$ cat src/mmcs_pkg.sv
// Overview of operation
// - accept 10h multi-register write, big-endian words
// - accept 06h single write and store value
// - slot 0 speed 32-bit, upper word first
// - remote input word at register 007dh
// - start bit rising begins positioning operation
// - every frame ends with crc-16, low first
// - forward-run bit runs forward at slot 0 speed
// - forward-run 4000h cleared means decelerate to stop
package mmcs_pkg;
   localparam logic [7:0] FC_WRITE_SINGLE = 8'h06;
   localparam logic [7:0] FC_WRITE_MULTI = 8'h10;
   localparam logic [15:0] REG_REMOTE_INPUT = 16'h007d;
   localparam logic [15:0] REG_SPEED_HI = 16'h0480;
   localparam logic [15:0] REG_SPEED_LO = 16'h0481;
   localparam logic [15:0] REMOTE_INPUT_RESET = 16'h0000;
   localparam logic [31:0] RUN_SPEED_RESET = 32'h0000_0000;
   localparam int BIT_START = 3;
   localparam int BIT_FWD = 14;
   localparam logic [15:0] CRC_INIT = 16'hffff;
   localparam logic [15:0] CRC_POLY = 16'ha001;
   localparam logic [15:0] CRC_RESIDUE = 16'h0000;
   localparam logic [3:0] LEN_SINGLE = 4'h8;
   localparam logic [3:0] LEN_MULTI_BASE = 4'h9;
   localparam logic [7:0] MULTI_MAX_REGS = 8'h02;
   localparam int FRAME_MAX = 13;
   localparam logic [3:0] IDX_SAT = 4'hf;
   localparam logic [2:0] ECHO_LAST = 3'h5;
   typedef enum logic [2:0] {TX_IDLE, TX_SEND, TX_CRC_WAIT, TX_CRCL, TX_CRCH} mmcs_tx_e;
endpackage : mmcs_pkg

$ cat src/mmcs_crc_if.sv
`timescale 1ns/10ps
`default_nettype none
interface mmcs_crc_if;
   logic clear;
   logic feed;
   logic [7:0] data;
   logic [15:0] crc;
   modport user (output clear, output feed, output data, input crc);
   modport unit (input clear, input feed, input data, output crc);
endinterface : mmcs_crc_if
`default_nettype wire

$ cat src/mmcs_crc16.sv
`timescale 1ns/10ps
`default_nettype none
module mmcs_crc16 (
   input wire logic clock_i,
   input wire logic rst_n_i,
   mmcs_crc_if.unit crc_if
);
   import mmcs_pkg::*;

   function automatic logic [15:0] mmcs_crc_step(input logic [15:0] c, input logic [7:0] d);
      logic [15:0] r;
      r = c ^ {8'h00, d};
      for (int i = 0; i < 8; i++) begin
         r = r[0] ? ((r >> 1) ^ CRC_POLY) : (r >> 1);
      end
      return r;
   endfunction

   logic [15:0] crc_r;
   wire logic [15:0] crc_nxt = mmcs_crc_step(crc_r, crc_if.data);

   // reflected crc-16, preset all ones, residue zero over a whole frame
   always_ff @(posedge clock_i) begin
      if (!rst_n_i || crc_if.clear) begin
         crc_r <= CRC_INIT;
      end else if (crc_if.feed) begin
         crc_r <= crc_nxt;
      end
   end

   assign crc_if.crc = crc_r;
endmodule // mmcs_crc16
`default_nettype wire

$ cat src/mmcs_slave.sv
`timescale 1ns/10ps
`default_nettype none
module mmcs_slave (
   input wire logic clock_i,
   input wire logic rst_n_i,
   input wire logic [7:0] slave_addr_i,
   input wire logic [7:0] rx_byte_i,
   input wire logic rx_valid_i,
   input wire logic frame_end_i,
   input wire logic tx_ready_i,
   output logic [7:0] tx_byte_o,
   output logic tx_valid_o,
   output logic [15:0] remote_input_o,
   output logic [31:0] run_speed_o,
   output logic forward_run_input_o,
   output logic position_start_o,
   output logic decel_stop_o,
   output logic frame_drop_o
);
   import mmcs_pkg::*;

   function automatic logic hit(input logic en, input logic [15:0] a, input logic [15:0] t);
      return en && (a == t);
   endfunction

   mmcs_crc_if crc_if ();

   mmcs_crc16 u_crc (
      .clock_i(clock_i),
      .rst_n_i(rst_n_i),
      .crc_if(crc_if)
   );

   logic [7:0] buf_r [FRAME_MAX];
   logic [3:0] idx_r;
   mmcs_tx_e tx_state_r;
   logic [2:0] tx_idx_r;
   logic [7:0] tx_byte_r;
   logic [15:0] remote_r;
   logic [31:0] speed_r;
   logic start_r;
   logic stop_r;
   logic drop_r;

   // receive side is open only while no reply is in flight
   wire logic rx_open = (tx_state_r == TX_IDLE);
   wire logic rx_take = rx_valid_i && rx_open;
   wire logic end_take = frame_end_i && rx_open;
   wire logic tx_take = (tx_state_r == TX_SEND) && tx_ready_i;

   wire logic [7:0] fc_w = buf_r[1];
   wire logic [15:0] addr_w = {buf_r[2], buf_r[3]};
   wire logic [15:0] val_w = {buf_r[4], buf_r[5]};
   wire logic [15:0] data0_w = {buf_r[7], buf_r[8]};
   wire logic [15:0] data1_w = {buf_r[9], buf_r[10]};
   wire logic [7:0] nregs_w = buf_r[5];
   wire logic is_single = (fc_w == FC_WRITE_SINGLE);
   wire logic is_multi = (fc_w == FC_WRITE_MULTI);
   wire logic nregs_ok = (buf_r[4] == 8'h00) && (nregs_w != 8'h00) &&
      (nregs_w <= MULTI_MAX_REGS);
   wire logic bcount_ok = (buf_r[6] == {nregs_w[6:0], 1'b0});
   wire logic [3:0] len_multi = LEN_MULTI_BASE + {nregs_w[2:0], 1'b0};
   wire logic len_ok = is_single ? (idx_r == LEN_SINGLE) :
      (nregs_ok && bcount_ok && idx_r == len_multi);
   wire logic crc_ok = (crc_if.crc == CRC_RESIDUE);
   wire logic addr_ok = (buf_r[0] == slave_addr_i);
   wire logic frame_ok = (is_single || is_multi) && len_ok && crc_ok && addr_ok;
   wire logic commit = end_take && frame_ok;

   // word 0 is the value or first data word, word 1 the next address
   wire logic w0_en = commit;
   wire logic w1_en = commit && is_multi && (nregs_w == MULTI_MAX_REGS);
   wire logic [15:0] w0_val = is_single ? val_w : data0_w;
   wire logic [15:0] w1_addr = addr_w + 16'h0001;

   wire logic [15:0] remote_nxt = hit(w1_en, w1_addr, REG_REMOTE_INPUT) ? data1_w :
      hit(w0_en, addr_w, REG_REMOTE_INPUT) ? w0_val : remote_r;
   wire logic [15:0] speed_hi_nxt = hit(w1_en, w1_addr, REG_SPEED_HI) ? data1_w :
      hit(w0_en, addr_w, REG_SPEED_HI) ? w0_val : speed_r[31:16];
   wire logic [15:0] speed_lo_nxt = hit(w1_en, w1_addr, REG_SPEED_LO) ? data1_w :
      hit(w0_en, addr_w, REG_SPEED_LO) ? w0_val : speed_r[15:0];

   // preset again once the last crc byte leaves, so the next query starts clean
   assign crc_if.clear = end_take || ((tx_state_r == TX_CRCH) && tx_ready_i);
   assign crc_if.feed = rx_take || tx_take;
   assign crc_if.data = rx_open ? rx_byte_i : tx_byte_r;

   // frame capture
   always_ff @(posedge clock_i) begin
      if (!rst_n_i || end_take) begin
         idx_r <= 4'h0;
      end else if (rx_take && idx_r != IDX_SAT) begin
         idx_r <= idx_r + 4'h1;
      end
   end

   always_ff @(posedge clock_i) begin
      for (int i = 0; i < FRAME_MAX; i++) begin
         if (!rst_n_i) begin
            buf_r[i] <= 8'h00;
         end else if (rx_take && idx_r == 4'(i)) begin
            buf_r[i] <= rx_byte_i;
         end
      end
   end

   // holding registers
   always_ff @(posedge clock_i) begin
      if (!rst_n_i) begin
         remote_r <= REMOTE_INPUT_RESET;
         speed_r <= RUN_SPEED_RESET;
      end else begin
         remote_r <= remote_nxt;
         speed_r <= {speed_hi_nxt, speed_lo_nxt};
      end
   end

   // motion commands from the remote input word, and the frame drop flag
   always_ff @(posedge clock_i) begin
      if (!rst_n_i) begin
         start_r <= 1'b0;
         stop_r <= 1'b0;
         drop_r <= 1'b0;
      end else begin
         start_r <= remote_nxt[BIT_START] && !remote_r[BIT_START];
         stop_r <= !remote_nxt[BIT_FWD] && remote_r[BIT_FWD];
         drop_r <= end_take && !frame_ok;
      end
   end

   // reply: six echoed bytes then crc low, crc high
   always_ff @(posedge clock_i) begin
      if (!rst_n_i) begin
         tx_state_r <= TX_IDLE;
         tx_idx_r <= 3'h0;
         tx_byte_r <= 8'h00;
      end else begin
         unique case (tx_state_r)
            TX_IDLE: begin
               if (commit) begin
                  tx_state_r <= TX_SEND;
                  tx_idx_r <= 3'h0;
                  tx_byte_r <= buf_r[0];
               end
            end
            TX_SEND: begin
               if (tx_ready_i) begin
                  if (tx_idx_r == ECHO_LAST) begin
                     tx_state_r <= TX_CRC_WAIT;
                  end else begin
                     tx_idx_r <= tx_idx_r + 3'h1;
                     tx_byte_r <= buf_r[tx_idx_r + 3'h1];
                  end
               end
            end
            TX_CRC_WAIT: begin
               tx_state_r <= TX_CRCL;
               tx_byte_r <= crc_if.crc[7:0];
            end
            TX_CRCL: begin
               if (tx_ready_i) begin
                  tx_state_r <= TX_CRCH;
                  tx_byte_r <= crc_if.crc[15:8];
               end
            end
            TX_CRCH: begin
               if (tx_ready_i) begin
                  tx_state_r <= TX_IDLE;
               end
            end
         endcase
      end
   end

   assign tx_byte_o = tx_byte_r;
   assign tx_valid_o = (tx_state_r == TX_SEND) || (tx_state_r == TX_CRCL) ||
      (tx_state_r == TX_CRCH);
   assign remote_input_o = remote_r;
   assign run_speed_o = speed_r;
   assign forward_run_input_o = remote_r[BIT_FWD];
   assign position_start_o = start_r;
   assign decel_stop_o = stop_r;
   assign frame_drop_o = drop_r;
endmodule // mmcs_slave
`default_nettype wire

$ cat config.mk
export PLATFORM = sky130hd
export DESIGN_NAME = mmcs_slave
export DESIGN_NICKNAME = d
export VERILOG_FILES = /design/src/mmcs_pkg.sv /design/src/mmcs_crc_if.sv /design/src/mmcs_crc16.sv /design/src/mmcs_slave.sv
export SDC_FILE = /design/constraint.sdc
export NUM_CORES = 1
export LEC_CHECK = 0
export BUFFER_PORTS_ARGS = -buffer_cell sky130_fd_sc_hd__buf_4
export CAP_MARGIN = 20
export CORE_MARGIN = 3
export CORE_UTILIZATION = 40
export CTS_CLUSTER_DIAMETER = 50
export DETAILED_ROUTE_END_ITERATION = 6
export SLEW_MARGIN = 20
export SYNTH_ARGS = -nofsm -noshare
export SYNTH_HDL_FRONTEND = slang
export SYNTH_SLANG_ARGS = --single-unit
$ cat constraint.sdc
create_clock -name clock_i -period 2.83 [get_ports clock_i]
set_input_delay 0.1415 -clock clock_i [delete_from_list [all_inputs] [get_ports clock_i]]
set_output_delay 0.1415 -clock clock_i [all_outputs]
set_load 0.01 [all_outputs]
==> impl_metrics.csv, run 1 <==
group,metric,value,unit
clock_tree,cts_buffers,17,
drt,first_pass_iters,5,
drt,viasPerCell,5.75,
critical_path,critical_path_class,"flop to flop",
yosys,synth_most_common_cell,"and2_1",
placement,dp_hpwl,18800,um
hold_path,hold_class,"input port to flop",
cells_and_area,drive_gt1_frac,0.259,
sta,max_freq,376,MHz
cells_and_area,instances_no_fill,1174,
yosys,yosys_warnings,0,
cells_and_area,fill_cells,1941,
critical_path,critPathArrivalTime,2.99,ns
sta,setup_viol,0,
sta,final.period_utilization,0.939,
yosys,synth_commonest_cells,"90 x and2_1, 88 x edfxtp_1, 85 x dfxtp_1, 47 x nor2_1, 45 x mux2i_1",
placement,place.gp.congestion,0.939,
yosys,synth_ff_type,"edfxtp_1",
yosys,synthTopCellsByArea,"edfxtp_1 30%, dfxtp_1 19%, and2_1 6.4%",
clock_tree,root_buffer,"clkbuf_16",
die,fp-row-count,53,
critical_path,worst_setup_path_start_kind,"flop",
die,coreArea,0.0214,mm^2
cells_and_area,diodes,0,
yosys,synth_compound_area_frac,0.0983,
drt,first_iter_violations,516,
yosys,synth_seq_cells,173,
yosys,yosys.area.top_type,"edfxtp_1",
clock_tree,cts.clk_slew.worst_paths,0.08,ns
sta,maxSlewViolCount,0,
cells_and_area,syn_to_final_growth,20.5,%
sta,fin_crit,2.66,ns
yosys,synth_top_family_by_area,"simple AND/OR/NAND/NOR gates",
drt,routed_wl,25200,um
yosys,syn_nets,805,
yosys,synth_fa_ha_area_frac,0.00853,
placement,port-buffer-count,81,
sta,tns,0,ns
clock_tree,clk_path_buf_depth,2,
yosys,synthMuxAreaShare,0.143,
global_routing,grt_max_degree,33,
yosys,async_reset_ff_frac,0,
yosys,synth-edff-count,88,
yosys,postSynthAreaPerCell,11.3,um^2
drt,wl_per_cell,21.5,um
drt,drcViolationCount,0,
critical_path,cpMaxStageDelayCell,"or4b_1",
global_routing,overflow,0,
yosys,ys_seq_area_frac,0.493,
power,p_leak,3.92,nW
die,die_h,154,um
die,io_pins,82,
power,worst_ir_drop_vdd,0.351,mV
critical_path,required,3.16,ns
yosys,synth_xor_area_frac,0.0418,
global_routing,grt_first_pass_wirelength,38800,um
yosys,ys_types,66,
critical_path,critPathMaxFanout,16,
drt,drtAntennaViolNets,0,
die,die_x,154,um
die,start_util,0.412,
global_routing,grt_use_total,0.211,
global_routing,antenna_found_initial,0,
placement,dp_slack,0.0754,ns
clock_tree,cts.sink_count,173,
sta,tightest_slew,0.701,ns
critical_path,cpPeakStageDelay,0.53,ns
clock_tree,worstSkewPairLatency,0.44,ns
run_status,status,"finished, final reports clean",
drt,vias,6754,
critical_path,end_kind,"flop",
critical_path,crit_chain,"or4b_1 -> nor3_1 -> nand3_1 -> or4_4 -> nor4_4 -> buf_12 -> mux2i_1 -> o2bb2ai_2",
sta,hold_viol,0,
critical_path,r2r_slack,0.17,ns
clock_tree,htree_levels,4,
clock_tree,tritoncts,"yes",
yosys,synth-simple-area-share,0.188,
cells_and_area,fin_util,0.497,
global_routing,grt_pass1_vias,6507,
yosys,netlist_instances,778,
run,maxCapViolations,0,
sta,slew_headroom,0.531,
sta,rsz0062_at_grt,"false",
clock_tree,cts_setup_buffers,0,
yosys,yosys.area.top_type_share,0.300,
die,die_area,0.0238,mm^2
cells_and_area,layout.nets,913,
placement,placedCellCount,1141,
sta,worst_slack,0.173,ns
yosys,netlist_area,0.00881,mm^2
power,powerDensity,527,mW/mm^2
sta,fin_skew,0.0137,ns
## cells by family (layout without fill, tap and decap cells)
kind of cell	Yosys count	count (layout)
AOI/OAI and AO/OA	127	127
xor gates and xnor gates	37	37
adders and majority gates	6	6
buffers and inverters	50	171
DFF	173	173
muxes	93	93
and+or+nand+nor	292	292
## critical path, delay by kind of cell, from the launching register on
| family | cells | cell delay (ns) |
|---|---|---|
| AO/OA/AOI/OAI | 1 | 0.08 |
| buffers and inverters | 1 | 0.21 |
| flip-flops | 1 | 0.46 |
| multiplexers | 1 | 0.23 |
| AND/OR/NAND/NOR | 5 | 1.55 |
## routing by layer
| metal | routed length, um | GRT usage | up-vias |
|---|---|---|---|
| met5 | 0 | 0 | - |
| met4 | 697 | 0.0824 | 0 |
| met3 | 1710 | 0.0400 | 43 |
| met2 | 11400 | 0.322 | 273 |
| met1 | 11400 | 0.300 | 3313 |
| li1 | - | - | 3125 |
## layout make-up
type,instances,area [um^2],area share
timing repair buffer,132,1060,0.0995
inverter,7,26.3,0.00248
sequential,173,4340,0.409
multi-input combinational,555,4240,0.400
clock inverter,12,109,0.0103
clock buffer,20,489,0.0461
tap,275,344,0.0324
## per-stage QoR
stage | total power, mW | hold WS, ns | cell area [um^2]
after global routing | 5.77 | 0.0314 | 10600
after CTS | 5.62 | 0.00236 | 10600
after floorplan | 3.07 | 0.253 | 8810
after detailed placement | 3.26 | 0.441 | 9990
final | 5.59 | 0.0168 | 10600
after global placement | 3.26 | 0.440 | 9990
## cell usage in the layout (no fill, tap or decap), drive strengths merged, types with 4 or more instances in the layout
cell type and n:
nor3 14, nand4 12, inv 16, nor3b 5, xnor2 20, or2 5, nand2 39, buf 131
nand3 37, dfxtp 85, and2 90, or4 7, mux2 24, xor2 14, clkbuf 20, nor4 14
o21ai 33, mux2i 45, edfxtp 88, o2bb2ai 32, ha 6, nor2 48, a31oi 4, mux4 24
a32oi 14, a21oi 30
## power breakdown
group          internal, mW  switching, mW  total [mW]
combinational         0.198          0.242       0.440
clock                  1.29           1.09        2.38
sequential             2.70         0.0747        2.77
## registers in the layout (all words and copies together), names as in the netlist, 3 cells and up
name,count
buf_r,88
idx_r,4
remote_input_o,16
run_speed_o,32
tx_byte_o,8
tx_idx_r,3
tx_state_r,3
u_crc.crc_if.crc,16
## final timing paths
kind | startpoint | end | cells after the start
max | buf_r[3][5]$_SDFFCE_PN0P_ | run_speed_o[29]$_SDFFE_PN0P_ | 8
min | tx_ready_i | tx_state_r[2]$_SDFFE_PN0P_ | 3
max reg2reg | buf_r[3][5]$_SDFFCE_PN0P_ | run_speed_o[29]$_SDFFE_PN0P_ | 8
min reg2reg | remote_input_o[3]$_SDFF_PN0_ | position_start_o$_SDFF_PN0_ | 1
## repair_timing
action	4_1_cts	5_1_grt
hold buffers	1	0
endpoints found under the setup margin	0	33
gates resized for setup	0	4
hold endpoints to repair	1	0
(Power assumes the default switching activity.)
==> run 2: changes to the inputs <==
==> constraint.sdc (replaced) <==
create_clock -name clock_i -period 2.83 [get_ports clock_i]
set_input_delay 0.283 -clock clock_i [delete_from_list [all_inputs] [get_ports clock_i]]
set_output_delay 0.283 -clock clock_i [all_outputs]
set_load 0.01 [all_outputs]
==> impl_metrics.csv, run 2 (synthesized netlist as in run 1, its figures left out) <==
group,metric,value,unit
critical_path,cpMaxStageDelayCell,"edfxtp_1",
clock_tree,cts.clk_slew.worst_paths,0.07,ns
sta,tns,0,ns
drt,first_iter_violations,614,
critical_path,r2r_slack,0.18,ns
hold_path,min_to,"idx_r[2]$_SDFFE_PP0P_",
critical_path,crit_chain,"xor2_1 -> nor4_2 -> nand4_2 -> or2_1 -> nor4_4 -> buf_12 -> mux2i_1 -> o2bb2ai_2",
cells_and_area,regMostFlops,"buf_r",
critical_path,timing.rr.start,"buf_r[0][7]$_SDFFCE_PN0P_",
cells_and_area,instances_no_fill,1169,
sta,maxSlewViolCount,0,
critical_path,critPathArrivalTime,2.98,ns
critical_path,end_kind,"flop",
drt,first_pass_iters,5,
global_routing,grt_pass1_vias,6362,
sta,max_freq,377,MHz
power,p_leak,3.91,nW
global_routing,overflow,0,
sta,fin_skew,0.0152,ns
power,powerDensity,531,mW/mm^2
placement,placedCellCount,1138,
power,p_total,5.63,mW
placement,placed_area,0.00997,mm^2
hold_path,hold_class,"input port to flop",
drt,viasPerCell,5.68,
clock_tree,tritoncts,"yes",
cells_and_area,syn_to_final_growth,20.3,%
sta,hold_viol,0,
die,io_pins,82,
cells_and_area,layout_commonest_cell,"buf_4",
hold_path,hp-start,"frame_end_i",
die,die_x,154,um
global_routing,antenna_found_initial,0,
cells_and_area,drive_gt1_frac,0.254,
cells_and_area,largest_register_ff_count,88,
critical_path,r2r.worst_path.cells,8,
die,start_util,0.412,
drt,drtAntennaViolNets,0,
sta,setup_viol,0,
critical_path,worst_setup_path_start_kind,"flop",
clock_tree,htree_levels,4,
clock_tree,cts_buffers,17,
die,die_area,0.0238,mm^2
die,die_h,154,um
sta,rsz0062_at_grt,"false",
global_routing,grt_max_degree,33,
clock_tree,clk_path_buf_depth,2,
critical_path,required,3.16,ns
sta,worst_slack,0.179,ns
critical_path,critPathTopFamily,"simple AND/OR/NAND/NOR gates",
critical_path,critical_path_class,"flop to flop",
clock_tree,cts.sink_count,173,
cells_and_area,layout_common_cells,"123 x buf_4, 90 x and2_1, 88 x edfxtp_1",
critical_path,reg2reg_to,"run_speed_o[29]$_SDFFE_PN0P_",
run_status,status,"finished, final reports clean",
run,maxCapViolations,0,
clock_tree,cts_setup_buffers,0,
clock_tree,root_buffer,"clkbuf_16",
die,fp-row-count,53,
placement,dp_hpwl,18600,um
critical_path,critPathMaxFanout,16,
die,coreArea,0.0214,mm^2
critical_path,cpPeakStageDelay,0.47,ns
placement,port-buffer-count,81,
placement,dp_slack,0.0673,ns
clock_tree,worstSkewPairLatency,0.44,ns
sta,final.period_utilization,0.937,
critical_path,path_buf_inv,1,
cells_and_area,design_area,0.0106,mm^2
drt,wl_per_cell,21.4,um
cells_and_area,fill_cells,1947,
drt,routed_wl,25100,um
cells_and_area,layout.nets,909,
drt,vias,6637,
hold_path,hold_depth,2,
global_routing,grt_use_total,0.210,
sta,slew_headroom,0.484,
cells_and_area,diodes,0,
drt,drcViolationCount,0,
placement,place.gp.congestion,0.937,
sta,fin_crit,2.65,ns
power,worst_ir_drop_vdd,0.356,mV
global_routing,grt_first_pass_wirelength,38400,um
sta,tightest_slew,0.770,ns
-- run 2: worst max path at each step --
stage / start / endpoint / slack (ns) / cells past startpoint
after detailed placement: buf_r[0][7]$_SDFFCE_PN0P_ / run_speed_o[29]$_SDFFE_PN0P_ / 0.07 / 8
final: buf_r[0][7]$_SDFFCE_PN0P_ / run_speed_o[29]$_SDFFE_PN0P_ / 0.18 / 8
after global placement: buf_r[0][7]$_SDFFCE_PN0P_ / run_speed_o[29]$_SDFFE_PN0P_ / 0.13 / 8
after global routing: buf_r[5][5]$_SDFFCE_PN0P_ / remote_input_o[10]$_SDFFE_PN0P_ / 0.003 / 8
after CTS: buf_r[0][7]$_SDFFCE_PN0P_ / run_speed_o[29]$_SDFFE_PN0P_ / 0.07 / 8
after floorplan: buf_r[3][4]$_SDFFCE_PN0P_ / run_speed_o[29]$_SDFFE_PN0P_ / 0.15 / 8
-- run 2: area by class of cell --
cell class | count | area (um^2) | area share
Clock buffer | 22 | 528 | 0.0499
Clock inverter | 9 | 81.3 | 0.00768
Inverter | 7 | 26.3 | 0.00248
Multi-Input combinational cell | 555 | 4240 | 0.401
Sequential cell | 173 | 4340 | 0.410
Tap cell | 275 | 344 | 0.0325
Timing Repair Buffer | 128 | 1020 | 0.0966
-- run 2: layer usage --
layer  global-route usage  up-vias  wire length (um)
li1                     -     3123                 -
met4               0.0706        0               600
met2                0.313      255             11100
met5                    0        -                 0
met3               0.0442       40              1770
met1                0.304     3219             11600
-- run 2: stage by stage --
stage,util,hold slack [ns]
3_3_place_gp,0.467,0.453
4_1_cts,0.495,0.128
2_1_floorplan,-,0.394
5_1_grt,0.496,0.137
6_report,0.496,0.141
3_5_place_dp,0.467,0.458
-- run 2: timing repair --
item	in CTS	in global routing
endpoints found under the setup margin	0	49
hold buffers	0	0
resized for setup	0	3
-- run 2: report_power, final --
part           total [mW]  internal, mW  switching (mW)
Combinational       0.436         0.195           0.242
Sequential           2.77          2.70          0.0763
Clock                2.42          1.35            1.06
Total                5.63          4.24            1.38
